===== src/vda_pkg.sv =====
package vda_pkg;
   localparam int DW = 16;
   localparam int AW = 12;
   // interface memory locations
   localparam logic [AW-1:0] ADDR_VOLUME = 12'h001;
   localparam logic [AW-1:0] ADDR_OPERATING_CONFIG_CODE = 12'h010;
   localparam logic [AW-1:0] ADDR_SPKPH = 12'h013;
   localparam logic [AW-1:0] ADDR_CTRL = 12'h400;
   localparam logic [AW-1:0] ADDR_RSTAT = 12'h419;
   localparam logic [AW-1:0] ADDR_LSTAT = 12'h41a;
   localparam logic [AW-1:0] ADDR_SCALE = 12'h990;
   localparam logic [AW-1:0] ADDR_ECHO = 12'ha5c;
   localparam logic [AW-1:0] ADDR_NOISE = 12'hbb3;
   // control word bits
   localparam int CTRL_SQUELCH_BIT = 2;
   localparam int CTRL_HANDSET_BIT = 5;
   localparam int CTRL_AGC_BIT = 6;
   localparam int CTRL_HDGC_BIT = 7;
   localparam int RSTAT_ONHOOK_BIT = 7;
   localparam int VOLUME_POS = 6;
   // speakerphone register bits
   localparam int SPK_UP_BIT = 6;
   localparam int SPK_DOWN_BIT = 5;
   localparam int SPK_SELECT_BIT = 4;
   localparam int SPK_LMUTE_BIT = 3;
   localparam int SPK_MMUTE_BIT = 2;
   localparam int SPK_MICLVL_POS = 0;
   // local status bits
   localparam int LSTAT_RING_BIT = 0;
   localparam int LSTAT_RINGBACK_BIT = 1;
   localparam int LSTAT_STEP_POS = 4;
   // values
   localparam logic [DW-1:0] SCALE_DEFAULT = 16'hf000;
   localparam logic [DW-1:0] ECHO_ENABLE_WORD = 16'h8004;
   localparam logic [DW-1:0] NOISE_SUGGESTED = 16'h0005;
   localparam logic [7:0] OPERATING_CONFIG_CODE_SPEAKERPHONE = 8'hac;
   localparam logic [7:0] OPERATING_CONFIG_CODE_RESET = 8'h00;
   localparam logic [7:0] CTRL_RESET = 8'h00;
   localparam logic [7:0] SPKPH_RESET = 8'h10;
   localparam logic [1:0] VOLUME_RESET = 2'h2;
   localparam int STEP_DB = 2;
   localparam int STEP_LIMIT_DB = 10;
   localparam logic signed [3:0] STEP_MAX = 4'(STEP_LIMIT_DB / STEP_DB);
   typedef logic signed [3:0] vda_step_t;
endpackage


===== src/vda_noise_if.sv =====
interface vda_noise_if;
   logic [15:0] level;
   logic step;
   logic [15:0] noise;
   modport gen(input level, input step, output noise);
   modport user(output level, output step, input noise);
endinterface


===== src/vda_noise_gen.sv =====
module vda_noise_gen
   import vda_pkg::*;
(
   input wire logic clk_sys_in,
   input wire logic arst_n_in,
   vda_noise_if.gen nif
);
   logic [15:0] lfsr_reg;
   logic [7:0] lvl;
   logic signed [12:0] prod;

   always_comb begin
      lvl = (|nif.level[15:8]) ? 8'hff : nif.level[7:0];
      prod = $signed(lfsr_reg[3:0]) * $signed({1'b0, lvl});
   end

   always_ff @(posedge clk_sys_in or negedge arst_n_in) begin
      if (!arst_n_in) begin
         lfsr_reg <= 16'hace1;
      end else if (nif.step) begin
         lfsr_reg <= {lfsr_reg[14:0], lfsr_reg[15] ^ lfsr_reg[13] ^ lfsr_reg[12] ^ lfsr_reg[10]};
      end
   end

   // amplitude scales with the level word up to 8'hff, then holds; zero level gives silence
   always_ff @(posedge clk_sys_in or negedge arst_n_in) begin
      if (!arst_n_in) begin
         nif.noise <= 16'h0000;
      end else if (nif.step) begin
         nif.noise <= (nif.level == 16'h0000) ? 16'h0000 : {{3{prod[12]}}, prod};
      end
   end
endmodule


===== src/vda_ctrl.sv =====
// Function
// - handset bit routes voice via handset pins, else mic and speaker pins
// - mic AGC runs only while the AGC control bit is set
// - half-duplex gain control adjusts gains while set; audio stays full duplex
// - handset volume from speaker scale word; default restored on renegotiation or retrain
// - two-bit volume field ignored while handset mode is selected
// - local squelch bit is mirrored as remote on-hook status at the far modem
// - squelch suppresses all outgoing audio
// - ring only when squelch set and remote on-hook clear
// - ringback only when squelch clear and remote on-hook set
// - non-zero noise word injects outgoing noise, louder for larger values up to 8'hff
// - select 1 runs full duplex; 0 freezes gains, no correlator, echo bypass
// - each volume up or down step moves speaker gain by 2 dB, holding at the 10 dB limit
module vda_ctrl
   import vda_pkg::*;
#(
   parameter int DATA_W = DW
) (
   input wire logic clk_sys_in,
   input wire logic arst_n_in,
   input wire logic [AW-1:0] reg_addr_in,
   input wire logic [DW-1:0] reg_wdata_in,
   input wire logic reg_wr_in,
   input wire logic reg_rd_in,
   output logic [DW-1:0] reg_rdata_out,
   input wire logic remote_squelch_in,
   input wire logic rate_renegotiation_request_in,
   input wire logic retrain_request_in,
   input wire logic sample_valid_in,
   input wire logic [DATA_W-1:0] voice_mic_in,
   input wire logic [DATA_W-1:0] handset_audio_in,
   input wire logic [DATA_W-1:0] line_rx_in,
   output logic [DATA_W-1:0] line_tx_out,
   output logic [DATA_W-1:0] speaker_out,
   output logic [DATA_W-1:0] handset_audio_out,
   output logic squelch_tx_out,
   output logic ring_out,
   output logic ringback_out,
   output logic agc_enable_out,
   output logic hdgc_enable_out,
   output logic gain_freeze_out,
   output logic xcorr_disable_out,
   output logic aec_bypass_out,
   output logic echo_cancel_enable_out,
   output logic [DW-1:0] speaker_scale_out,
   output logic [1:0] voice_mic_level_out,
   output vda_step_t speaker_step_out,
   output logic speakerphone_mode_out
);
   // datapath and saturation are sized from the package width; noise is fixed at 16 bits
   if (DATA_W != DW) begin : g_width_check
      $error("vda_ctrl: DATA_W must equal package DW");
   end

   logic [7:0] ctrl_reg;
   logic [7:0] spkph_reg;
   logic [7:0] operating_config_code_reg;
   logic [1:0] volume_reg;
   logic [DW-1:0] scale_reg;
   logic [DW-1:0] echo_reg;
   logic [DW-1:0] noise_reg;
   logic remote_onhook_reg;
   vda_step_t step_reg;
   logic wr_spkph;
   logic step_up;
   logic step_down;
   logic squelch;
   logic handset;
   logic [DW-1:0] mic_sel;
   logic [DW-1:0] tx_next;
   logic [DW-1:0] spk_next;

   vda_noise_if nif ();

   vda_noise_gen u_noise (
      .clk_sys_in(clk_sys_in),
      .arst_n_in(arst_n_in),
      .nif(nif)
   );

   function automatic logic hit(input logic [AW-1:0] a, input logic [AW-1:0] loc);
      return a == loc;
   endfunction

   function automatic logic [DW-1:0] sat_add(input logic [DW-1:0] a, input logic [DW-1:0] b);
      logic [DW:0] s;
      s = {a[DW-1], a} + {b[DW-1], b};
      if (s[DW] != s[DW-1]) begin
         return s[DW] ? {1'b1, {(DW-1){1'b0}}} : {1'b0, {(DW-1){1'b1}}};
      end
      return s[DW-1:0];
   endfunction

   assign squelch = ctrl_reg[CTRL_SQUELCH_BIT];
   assign handset = ctrl_reg[CTRL_HANDSET_BIT];
   assign wr_spkph = reg_wr_in && hit(reg_addr_in, ADDR_SPKPH);
   assign step_up = wr_spkph && reg_wdata_in[SPK_UP_BIT];
   assign step_down = wr_spkph && reg_wdata_in[SPK_DOWN_BIT];
   assign nif.level = noise_reg;
   assign nif.step = sample_valid_in;

   // register writes
   always_ff @(posedge clk_sys_in or negedge arst_n_in) begin
      if (!arst_n_in) begin
         ctrl_reg <= CTRL_RESET;
         operating_config_code_reg <= OPERATING_CONFIG_CODE_RESET;
         volume_reg <= VOLUME_RESET;
         echo_reg <= 16'h0000;
         noise_reg <= 16'h0000;
         spkph_reg <= SPKPH_RESET;
      end else if (reg_wr_in) begin
         if (hit(reg_addr_in, ADDR_CTRL)) ctrl_reg <= reg_wdata_in[7:0];
         if (hit(reg_addr_in, ADDR_OPERATING_CONFIG_CODE)) operating_config_code_reg <= reg_wdata_in[7:0];
         if (hit(reg_addr_in, ADDR_VOLUME)) volume_reg <= reg_wdata_in[VOLUME_POS +: 2];
         if (hit(reg_addr_in, ADDR_ECHO)) echo_reg <= reg_wdata_in;
         if (hit(reg_addr_in, ADDR_NOISE)) noise_reg <= reg_wdata_in;
         // step bits act as pulses and are not stored
         if (wr_spkph) spkph_reg <= {2'b00, reg_wdata_in[5:0] & 6'h1f};
      end
   end

   // speaker scale: renegotiation or retrain wins over a host write in the same cycle
   always_ff @(posedge clk_sys_in or negedge arst_n_in) begin
      if (!arst_n_in) begin
         scale_reg <= SCALE_DEFAULT;
      end else if (rate_renegotiation_request_in || retrain_request_in) begin
         scale_reg <= SCALE_DEFAULT;
      end else if (reg_wr_in && hit(reg_addr_in, ADDR_SCALE)) begin
         scale_reg <= reg_wdata_in;
      end
   end

   // volume trim in fixed steps, saturating at the table limits
   always_ff @(posedge clk_sys_in or negedge arst_n_in) begin
      if (!arst_n_in) begin
         step_reg <= 4'sh0;
      end else if (step_up && !step_down && step_reg < STEP_MAX) begin
         step_reg <= step_reg + 4'sh1;
      end else if (step_down && !step_up && step_reg > -STEP_MAX) begin
         step_reg <= step_reg - 4'sh1;
      end
   end

   // received status of the far modem's squelch
   always_ff @(posedge clk_sys_in or negedge arst_n_in) begin
      if (!arst_n_in) begin
         remote_onhook_reg <= 1'b0;
      end else begin
         remote_onhook_reg <= remote_squelch_in;
      end
   end

   // read port, data valid only in the cycle after the strobe
   always_ff @(posedge clk_sys_in or negedge arst_n_in) begin
      if (!arst_n_in) begin
         reg_rdata_out <= 16'h0000;
      end else if (reg_rd_in) begin
         unique case (1'b1)
            hit(reg_addr_in, ADDR_CTRL): reg_rdata_out <= {8'h00, ctrl_reg};
            hit(reg_addr_in, ADDR_OPERATING_CONFIG_CODE): reg_rdata_out <= {8'h00, operating_config_code_reg};
            hit(reg_addr_in, ADDR_VOLUME): reg_rdata_out <= 16'(volume_reg) << VOLUME_POS;
            hit(reg_addr_in, ADDR_SPKPH): reg_rdata_out <= {8'h00, spkph_reg};
            hit(reg_addr_in, ADDR_RSTAT): reg_rdata_out <= 16'(remote_onhook_reg) << RSTAT_ONHOOK_BIT;
            hit(reg_addr_in, ADDR_LSTAT): reg_rdata_out <= (16'(ring_out) << LSTAT_RING_BIT)
               | (16'(ringback_out) << LSTAT_RINGBACK_BIT) | (16'(unsigned'(step_reg)) << LSTAT_STEP_POS);
            hit(reg_addr_in, ADDR_SCALE): reg_rdata_out <= scale_reg;
            hit(reg_addr_in, ADDR_ECHO): reg_rdata_out <= echo_reg;
            hit(reg_addr_in, ADDR_NOISE): reg_rdata_out <= noise_reg;
            default: reg_rdata_out <= 16'h0000;
         endcase
      end else begin
         reg_rdata_out <= 16'h0000;
      end
   end

   // tone enables recomputed every cycle from the two squelch states
   always_ff @(posedge clk_sys_in or negedge arst_n_in) begin
      if (!arst_n_in) begin
         ring_out <= 1'b0;
         ringback_out <= 1'b0;
         squelch_tx_out <= 1'b0;
      end else begin
         ring_out <= squelch && !remote_onhook_reg;
         ringback_out <= !squelch && remote_onhook_reg;
         squelch_tx_out <= squelch;
      end
   end

   // gain and canceller controls
   always_ff @(posedge clk_sys_in or negedge arst_n_in) begin
      if (!arst_n_in) begin
         agc_enable_out <= 1'b0;
         hdgc_enable_out <= 1'b0;
         gain_freeze_out <= 1'b1;
         xcorr_disable_out <= 1'b1;
         aec_bypass_out <= 1'b1;
         echo_cancel_enable_out <= 1'b0;
         speakerphone_mode_out <= 1'b0;
         voice_mic_level_out <= 2'b00;
         speaker_scale_out <= SCALE_DEFAULT;
         speaker_step_out <= 4'sh0;
      end else begin
         agc_enable_out <= ctrl_reg[CTRL_AGC_BIT] && spkph_reg[SPK_SELECT_BIT];
         hdgc_enable_out <= ctrl_reg[CTRL_HDGC_BIT];
         gain_freeze_out <= !spkph_reg[SPK_SELECT_BIT];
         xcorr_disable_out <= !spkph_reg[SPK_SELECT_BIT];
         aec_bypass_out <= !spkph_reg[SPK_SELECT_BIT];
         // the canceller is only meaningful in handset use
         echo_cancel_enable_out <= handset && (echo_reg == ECHO_ENABLE_WORD);
         speakerphone_mode_out <= (operating_config_code_reg == OPERATING_CONFIG_CODE_SPEAKERPHONE) && spkph_reg[SPK_SELECT_BIT];
         voice_mic_level_out <= spkph_reg[SPK_MICLVL_POS +: 2];
         speaker_scale_out <= scale_reg;
         speaker_step_out <= step_reg;
      end
   end

   // audio datapath
   always_comb begin
      mic_sel = handset ? handset_audio_in : voice_mic_in;
      if (spkph_reg[SPK_MMUTE_BIT]) mic_sel = 16'h0000;
      tx_next = squelch ? 16'h0000 : sat_add(mic_sel, nif.noise);
      if (spkph_reg[SPK_LMUTE_BIT]) begin
         spk_next = 16'h0000;
      end else begin
         unique case (volume_reg)
            2'b00: spk_next = 16'h0000;
            2'b01: spk_next = line_rx_in;
            2'b10: spk_next = DW'($signed(line_rx_in) >>> 1);
            2'b11: spk_next = DW'($signed(line_rx_in) >>> 2);
         endcase
      end
   end

   // handset output bypasses the volume field; level set via the scale word
   always_ff @(posedge clk_sys_in or negedge arst_n_in) begin
      if (!arst_n_in) begin
         line_tx_out <= 16'h0000;
         speaker_out <= 16'h0000;
         handset_audio_out <= 16'h0000;
      end else if (sample_valid_in) begin
         line_tx_out <= tx_next;
         speaker_out <= handset ? 16'h0000 : spk_next;
         handset_audio_out <= handset && !spkph_reg[SPK_LMUTE_BIT] ? line_rx_in : 16'h0000;
      end
   end
endmodule


===== config.mk =====
export PLATFORM = sky130hd
export DESIGN_NAME = vda_ctrl
export DESIGN_NICKNAME = d
export VERILOG_FILES = /design/src/vda_pkg.sv /design/src/vda_noise_if.sv /design/src/vda_noise_gen.sv /design/src/vda_ctrl.sv
export SDC_FILE = /design/constraint.sdc
export NUM_CORES = 1
export LEC_CHECK = 0
export BUFFER_PORTS_ARGS = -buffer_cell sky130_fd_sc_hd__buf_2
export CAP_MARGIN = 20
export CORE_MARGIN = 2
export CORE_UTILIZATION = 61
export CTS_BUF_LIST = sky130_fd_sc_hd__clkbuf_16
export CTS_CLUSTER_DIAMETER = 50
export CTS_CLUSTER_SIZE = 16
export DETAILED_ROUTE_END_ITERATION = 10
export GPL_TIMING_DRIVEN = 0
export HOLD_SLACK_MARGIN = 0.02
export MAX_ROUTING_LAYER = met4
export PLACE_DENSITY = 0.83
export SLEW_MARGIN = 30
export SYNTH_ARGS = -nofsm -noshare
export SYNTH_HDL_FRONTEND = slang
export SYNTH_HIERARCHICAL = 1
export SYNTH_SLANG_ARGS = --single-unit

===== constraint.sdc =====
create_clock -name clk_sys_in -period 8.9 [get_ports clk_sys_in]
set_input_delay 0.445 -clock clk_sys_in [delete_from_list [all_inputs] [get_ports clk_sys_in]]
set_output_delay 0.445 -clock clk_sys_in [all_outputs]
set_load 0.01 [all_outputs]

# Word level (Yosys, flattened, before mapping)
# Cells that the tools add are included.
# W data, S select, Z words.
[word_totals]
rom_bits = 0
latch_bits = 0
in_bits = 84
ram_bits = 0
memories = 0
output_inout_bits = 96
word_cells = 103
register_bits = 202
[classes]
n_mux = 19
mul = 1
n_eq_ne = 15
add_sub_neg = 3
n_bitwise = 5
reduce_logical = 32
n_div = 0
shift = 0
n_lt_le_gt_ge = 2
[ops]
columns = ["operator", "count"]
rows = [
  ["$mux W16", 13],
  ["$pmux W16 S9", 1],
  ["$pmux W16 S4", 1],
  ["$eq A12 B11 Y1 const B", 3],
  ["$eq A12 B12 Y1 const B", 3],
  ["$eq A12 B5 Y1 const B", 2],
  ["$add A16 B16 Y17", 1],
  ["$eq A16 B16 Y1 const B", 1],
  ["$logic_not A16 Y1", 1],
  ["$logic_and A1 B1 Y1", 14],
  ["$mul A4 B9 Y13", 1],
  ["$eq A12 B1 Y1 const B", 1],
  ["$reduce_and A2 Y1", 6],
  ["$eq A8 B8 Y1 const B", 1],
  ["$mux W4", 2],
  ["$mux W8", 1],
  ["$or A2 B8 Y8", 1],
  ["$reduce_or A8 Y1", 1],
  ["$logic_not A1 Y1", 6],
  ["$add A4 B2 Y4 const B", 1],
  ["$eq A2 B2 Y1 const B", 2],
  ["$gt A4 B4 Y1 const B", 1],
  ["$lt A4 B4 Y1 const B", 1],
  ["$reduce_bool A2 Y1", 2],
  ["other kinds (8)", 10],
]

# Longest topological paths before layout
# Gate-level depths: netlist of the first run.
[logic_depth]
depth_word = 8
ltp_mapped = 18
ltp_nobuf = 17

# Modules after synthesis
# Netlist of the first run, hierarchy kept.
[modules_own_cells]
columns = ["module", "instances", "cells_each", "area_each_um2"]
rows = [
  ["vda_ctrl", 1, 756, 8481.9],
  ["vda_noise_gen", 1, 212, 2239.6],
]

# Least setup slack after synthesis of the first run
# Ideal clock, no wire load.
[synth_timing]
path_kind = "flip-flop to flip-flop"
start = "register noise_reg[11], in the netlist nif.level[11]"
end = "register u_noise.nif.noise[11]"
path_slack_ns = 4.667
t_arrival_ns = 4.106
setup_time_ns = 0.126
stages_incl_launch_ff = 17
path_cell_list = "dfrtp_1 -> nor4_4 -> nand2_2 -> clkbuf_1 -> o21ai_0 -> fa_1 -> fa_1 -> fa_1 -> inv_1 -> ha_1 -> inv_1 -> fa_1 -> inv_1 -> a21o_1 -> a211oi_1 -> a2111oi_0 -> a221o_1"
[synth_via]
elab_chain_len = 4
[synth_rtl]
columns = ["item", "line_no", "text"]
rows = [
  ["start, declared", "vda_ctrl.sv:61", "logic [DW-1:0] noise_reg;"],
  ["start signal, assigned", "vda_ctrl.sv:116", "if (hit(reg_addr_in, ADDR_NOISE)) noise_reg <= reg_wdata_in;"],
  ["$reduce_or A8 Y1", "vda_noise_gen.sv:13", "lvl = (|nif.level[15:8]) ? 8'hff : nif.level[7:0];"],
  ["$mux W8", "vda_noise_gen.sv:13", ""],
  ["$mul A4 B9 Y13", "vda_noise_gen.sv:14", "prod = $signed(lfsr_reg[3:0]) * $signed({1'b0, lvl});"],
  ["$mux W16 *", "vda_noise_gen.sv:30", "nif.noise <= (nif.level == 16'h0000) ? 16'h0000 : {{3{prod[12]}}, prod};"],
  ["end signal, assigned", "vda_noise_gen.sv:30", ""],
  ["end, declared", "vda_noise_if.sv:5", "modport gen(input level, input step, output noise);"],
]
# Every way passes the cells marked *; elsewhere a longest branch is shown, timed or not.
# A chain may end at the register's enable or synchronous reset.

# Worst setup path in the final report of the first run
# Ends and elaborated chain as after synthesis.

==> results of run 1 <==
[through the flow]
stage / worst slack [ns] / power, uW / instance area (um^2) / util (%) / instances
6_report: 4.01 / 2160 / 12600 / 73.0 / 1404
5_1_grt: 3.76 / 2260 / 12600 / 73.0 / 1403
4_1_cts: 4.03 / 2170 / 12600 / 73.0 / 1403
3_5_place_dp: 4.15 / 1370 / 11900 / 69.3 / 1370
3_3_place_gp: 4.26 / 1360 / 11900 / 68.9 / 1368
2_1_floorplan: 4.67 / 1240 / 10700 / - / 968
[power breakdown]
group,switching [uW],internal [uW]
Combinational,212,156
Clock,392,412
Sequential,31.5,962
[final timing paths]
kind	depth (start not counted)	endpoint	slack, ns
min reg2reg	0	speaker_scale_out[12]	0.38
max in group asynchronous	4	speaker_scale_out[6]	7.37
max	16	u_noise/nif.noise[11]	4.01
min in group asynchronous	2	line_tx_out[11]	0.45
min	1	remote_onhook_reg	0.11
max reg2reg	16	u_noise/nif.noise[11]	4.01
[per-layer routing]
metal  share of wire [%]  vias to the layer above
met2                  50                      411
met1                  41                     4337
met4                 3.2                        0
met5                   0                        -
li1                    -                     3951
met3                 6.0                       85
[cell type report]
| class | instances | area share [%] |
|---|---|---|
| multi-input cells | 678 | 42.1 |
| flip-flops and latches | 199 | 39.8 |
| repair buffers | 178 | 7.55 |
| clock buffers | 17 | 3.38 |
| well taps | 225 | 2.24 |
| plain buffers | 45 | 2.03 |
| clock inverters | 15 | 1.58 |
| inverters | 46 | 1.37 |
| diodes | 1 | 0.0199 |
[cell usage in the layout, fill, tap and decap left out, drive strengths merged, types with 19 or more instances in the layout]
cell and n:
inv 56, a21oi 66, a22o 33, nor2 78
buf 201, nand2 60, mux2 67, dfrtp 180
o21ai 43, o2bb2ai 29, dfstp 19, clkbuf 38
ha 43, nand3 24
[cells by family (layout without fill, tap and decap cells)]
logic type	count (synthesis)	in the layout	synth area share, %
compound gates	275	275	18.8
xor+xnor	21	21	1.72
fa+ha+maj	58	58	7.82
buf+inv	91	301	3.99
flops	199	199	46.7
mux	83	83	8.81
other cells	0	1	0
simple gates	241	241	12.2
[Yosys cell counts, drive strengths merged (3+ instances only)]
cell type / count
nand3b: 4
a222oi: 9
dfrtp: 180
o22a: 4
a22o: 33
xor2: 10
and2: 3
xnor2: 11
and3: 5
nand4: 3
fa: 15
a211o: 4
o211ai: 7
a211oi: 4
ha: 43
o21ai: 43
nor2b: 14
clkbuf: 21
nor2: 78
nand3: 24
a21o: 7
mux2i: 16
or3: 4
nand2b: 4
nor4: 9
or2: 5
o21a: 9
o31ai: 8
a31oi: 16
a2111oi: 4
inv: 46
nand2: 60
o2bb2ai: 29
a22oi: 12
o311ai: 3
buf: 24
a21oi: 66
nor4b: 5
nor3: 14
mux2: 67
dfstp: 19
[timing repair]
item / in CTS / in global routing
endpoints found under the hold margin: 41 / 0
buffers inserted: 0 / 0
hold buffers: 1 / 0
[worst max-delay path, stage by stage, from the launching register on]
cell	delay, ns
dfrtp_1	0.43
nor4_4	0.40
nand2_2	0.22
clkbuf_1	0.28
o21ai_0	0.35
fa_1	0.48
fa_1	0.47
fa_1	0.49
inv_1	0.04
ha_1	0.21
inv_1	0.09
fa_1	0.20
inv_1	0.05
a21o_1	0.16
a211oi_1	0.40
a2111oi_0	0.19
a221o_1	0.30
==> metrics.md, run 1 <==
| Metric | Value |
|---|---|
| Final WL | `between 20,000 and 30,000 um` |
| M3 GR Usage | `around 4.7%` |
| Sequential cell area | `5000 um^2` |
| Worst Setup SP | `nif.level[11]` |
| Final nets | `~1,300` |
| Fin crit share | `~55%` |
| Global placement routability congestion | `0.914` |
| Iter 0 DRT Violations | `roughly 820` |
| CP Max Fanout | `10` |
| Relative max-transition margin | `between 30% and 40%` |
| Synthesized area per cell | `between 10 and 15 um^2` |
| Largest net degree at the start of global routing | `84` |
| IO Count | `180` |
| Synth cell types | `86` |
| Vias/cell | `6.26` |
| Critical Path RT | `around 9.2 ns` |
| Synth warn | `6` |
| Total Routing Usage GR | `a little under a third` |
| Area of the multi-input gates | `5300 um^2` |
| FP Rows | `48` |
| Worst Hold Launch | `remote_squelch_in` |
| First-pass GRT wire length | `43,200 um` |
| Met2 Usage GRT | `roughly 50%` |
| Hold WC Path Type | `input port to register` |
| Die Area | `roughly 19,000 um^2` |
| Outcome | `finished clean` |
| Peak supply drop | `0.162 mV` |
| Initial Util | `just over 60%` |
| Worst skew pair latency | `around 0.45 ns` |
| Synthesized Nets | `1,110` |
| Kind of critical path | `register to register` |
| Fill cells | `approximately 1,200` |
| CP endpoint kind | `register` |
| Post-CTS Resized | `0` |
| Die Ht | `about 140 um` |
| Vias | `between 8,000 and 9,000` |
| Initial antenna violation count | `0` |
| Async S/R FF share, synth | `between 90% and 100%` |
| Number of clock sinks | `between 150 and 200` |
| Reg2Reg Launch Point | `nif.level[11]` |
| CTS clk-pin slew, worst paths | `0.08 ns` |
| CTS Buffer Depth | `2` |
| Max-slew violations | `0` |
| MaxCap Viol Count | `0` |
| Post-synthesis cell area | `between 10,000 and 15,000 um^2` |
| RSZ-0062 raised after global routing | `no` |
| Drt wl/cell | `a little under 20 um` |
| Final setup fails | `0` |
| Clock Skew | `roughly 0.014 ns` |
| Largest cells by area after synthesis | `dfrtp_1 (42%), mux2_2 (5.4%), ha_1 (5.0%)` |
| Worst Max-Slew Pin Slew | `1.04 ns` |
| Final HPWL DP | `slightly below 20,000 um` |
| Count of final hold-check violations | `0` |
| PortBufs | `between 150 and 200` |
| Arr. time, crit path | `roughly 5.2 ns` |
| Top cell type's share of synthesized area | `a little over two fifths` |
| Final Critical Period | `approximately 5 ns` |
| Die Width | `between 100 and 150 um` |
| Main flop type after synthesis | `dfrtp_1` |
| Pleak | `slightly above 0.006 uW` |
| Root Driver | `clkbuf_16` |
| Hold WS | `approximately 0.11 ns` |
| DRC | `0` |
| DR pass1 iterations | `10` |
| Setup TNS | `0 ns` |
| Routed Antenna Nets | `0` |
| Fmax | `about 200 MHz` |
| Syn-to-layout area delta | `17.4%` |
| Sequential-to-total area share from yosys stat | `46.7%` |
| Global routing's busiest layer | `met2` |
| Num CTS Buffers | `17` |
| Synth Register Bits | `between 150 and 200` |
| Total congestion overflow | `0` |
| Synth Instances | `968` |
| Pwr Density | `~170 nW/um^2` |
| Synth area leader | `dfrtp_1` |
| Post-synth EDFFs | `0` |
| Vias in the first global route | `8,424` |
| Critical path launch point type | `register` |
| TritonCTS clock tree | `yes` |
| GRT met1 Usage | `about two fifths` |
| H-tree Lvls | `4` |
| Share of layout cells above drive strength 1 | `a little under a third` |
| Core area | `between 15,000 and 20,000 um^2` |
No activity file was read; power rests on OpenSTA's default activity.
==> inputs of run 2 (changes only) <==
Settings changed: CORE_UTILIZATION 61 to 57, PLACE_DENSITY 0.83 to 0.78.
Clock period 8.9 ns to 4.8 ns, I/O delays scaled along.
==> metrics.md, run 2 (same netlist as run 1, synthesis figures left out) <==
| Metric | Value |
|---|---|
| Outcome | `finished clean` |
| Syn-to-layout area delta | `17.6%` |
| Non-filler cells, final | `1,412` |
| Vias | `around 8,400` |
| Vias/cell | `5.98` |
| First-pass GRT wire length | `roughly 42,000 um` |
| Initial antenna violation count | `0` |
| Initial Util | `around 58%` |
| Worst Setup SP | `nif.level[11]` |
| Vias in the first global route | `between 8,000 and 9,000` |
| Reg2Reg Depth | `15` |
| Placed Instances | `between 1,000 and 1,500` |
| Cell mode on critical path | `fa_1` |
| Iter 0 DRT Violations | `~600` |
| Reg2reg end | `u_noise/nif.noise[11]` |
| CP Max Fanout | `8` |
| Critical Path RT | `between 5 and 6 ns` |
| Die Ht | `between 100 and 150 um` |
| Root Driver | `clkbuf_16` |
| R2R Setup Slk | `a little over 0.2 ns` |
| Pwr Density | `315 nW/um^2` |
| Arr. time, crit path | `approximately 5.0 ns` |
| Setup WS pre-CTS | `-0.0222 ns` |
| CTS clk-pin slew, worst paths | `roughly 0.090 ns` |
| Num CTS Buffers | `17` |
| Worst Max-Slew Pin Slew | `~0.98 ns` |
| Pleak | `a little over 0.006 uW` |
| Final worst slack | `around 0.21 ns` |
| Finished Core Util | `roughly 68%` |
| DR pass1 iterations | `5` |
| Largest net degree at the start of global routing | `between 70 and 80` |
| Commonest non-fill, non-tap cell in the layout | `buf_2` |
| CP delay by family, top | `adder cells` |
| H-tree Lvls | `4` |
| Kind of critical path | `register to register` |
| WP buf/inv | `3` |
| Share of layout cells above drive strength 1 | `30.5%` |
| Total Routing Usage GR | `27.6%` |
| FP Rows | `50` |
| PortBufs | `between 150 and 200` |
| CTS Buffer Depth | `2` |
| Cell depth of the worst setup path | `15` |
| Number of clock sinks | `199` |
| Die Width | `around 140 um` |
| Final setup fails | `0` |
| Post-CTS Repair Setup Buffers | `0` |
| Final Critical Period | `4.59 ns` |
| Drt wl/cell | `around 19 um` |
| Final WL | `about 26,000 um` |
| Routed Antenna Nets | `0` |
| Global placement routability congestion | `0.920` |
| Critical path launch point type | `register` |
| Reg2Reg Launch Point | `nif.level[11]` |
| Max-slew violations | `0` |
| Relative max-transition margin | `between 30% and 40%` |
| Max stage delay on crit path | `between 0.5 and 0.6 ns` |
| Total congestion overflow | `0` |
| DRC | `0` |
| Diode count | `0` |
| Worst skew pair latency | `around 0.44 ns` |
| TritonCTS clock tree | `yes` |
| Critical path cell sequence | `nor4_4, nand3_2, or2_2, fa_1, fa_1, fa_1, inv_1, ha_1, inv_1, fa_1, inv_1, a21o_1, a211oi_2, a2111oi_0, a221o_1` |
| Peak supply drop | `around 0.24 mV` |
| Hold WC Path Type | `input port to register` |
| CP Capture Point | `u_noise/nif.noise[11]` |
| Die Area | `roughly 20,000 um^2` |
| Count of final hold-check violations | `0` |
| MaxCap Viol Count | `0` |
| Clock Skew | `0.0127 ns` |
| Most frequent cells in the layout | `buf_2 (185), dfrtp_1 (180), nor2_1 (75)` |
| Slowest CP cell | `fa_1` |
| Core area | `18,600 um^2` |
| IO Count | `between 150 and 200` |
| Overall power | `just under 4000 uW` |
| Fmax | `~220 MHz` |
| Final HPWL DP | `between 15,000 and 20,000 um` |
| Fin crit share | `~96%` |
| Final nets | `1,307` |
| Min-Delay Path Depth | `2` |
| CP endpoint kind | `register` |
## run 2: cell count changes in the layout (fill, tap and decap cells not counted), sizes merged
cell	delta
clkinv	+2
dlygate4sd3	+1
bufinv	-1
diode	-1
clkbuf	-1
clkinvlp	-1
## run 2: how the worst min path moves through the flow
stage | from | to | slack, ns
6_report | reg_wdata_in[11] | scale_reg[11] | 0.04
5_1_grt | reg_wdata_in[9] | nif.level[9] | 0.04
4_1_cts | reg_wdata_in[11] | scale_reg[11] | 0.03
3_5_place_dp | arst_n_in | line_tx_out[8] | 0.20
3_3_place_gp | remote_squelch_in | remote_onhook_reg | 0.35
2_1_floorplan | arst_n_in | agc_enable_out | -0.06
## run 2: where the power goes
group	switching, uW	internal, uW	total, uW
Sequential	57.5	1780	1840
Combinational	387	290	677
Clock	736	721	1460
## run 2: metrics by stage
step	cell area, um^2	setup TNS (ns)	hold slack (ns)
floorplan	10700	0	-0.0556
finish	12600	0	0.0442
global placement	11900	0	0.350
CTS	12600	0	0.0325
detailed placement	12000	-0.0222	0.198
global route	12600	-0.0123	0.0357
## run 2: timing repair
| action | in CTS | in global routing |
|---|---|---|
| gates resized for setup | 1 | 3 |
| pin swaps | 0 | 0 |
| hold endpoints to repair | 58 | 0 |
| hold buffers | 2 | 0 |
| endpoints found under the setup margin | 1 | 1 |
## run 2: layout make-up
type	count	area [um^2]
buffer	44	251
clock buffer	17	425
clock inverter	15	194
fill	1406	5970
inverter	46	173
multi-input combinational	678	5310
sequential	199	5000
tap	234	293
timing repair buffer	179	961
## run 2: metal layers
| metal | global-route usage (%) | vias up | share of wire [%] |
|---|---|---|---|
| met5 | - | - | 0 |
| met4 | 8.74 | 0 | 2.5 |
| met3 | 4.52 | 50 | 5.0 |
| met2 | 44.8 | 283 | 50 |
| met1 | 35.9 | 4158 | 43 |
| li1 | - | 3951 | - |
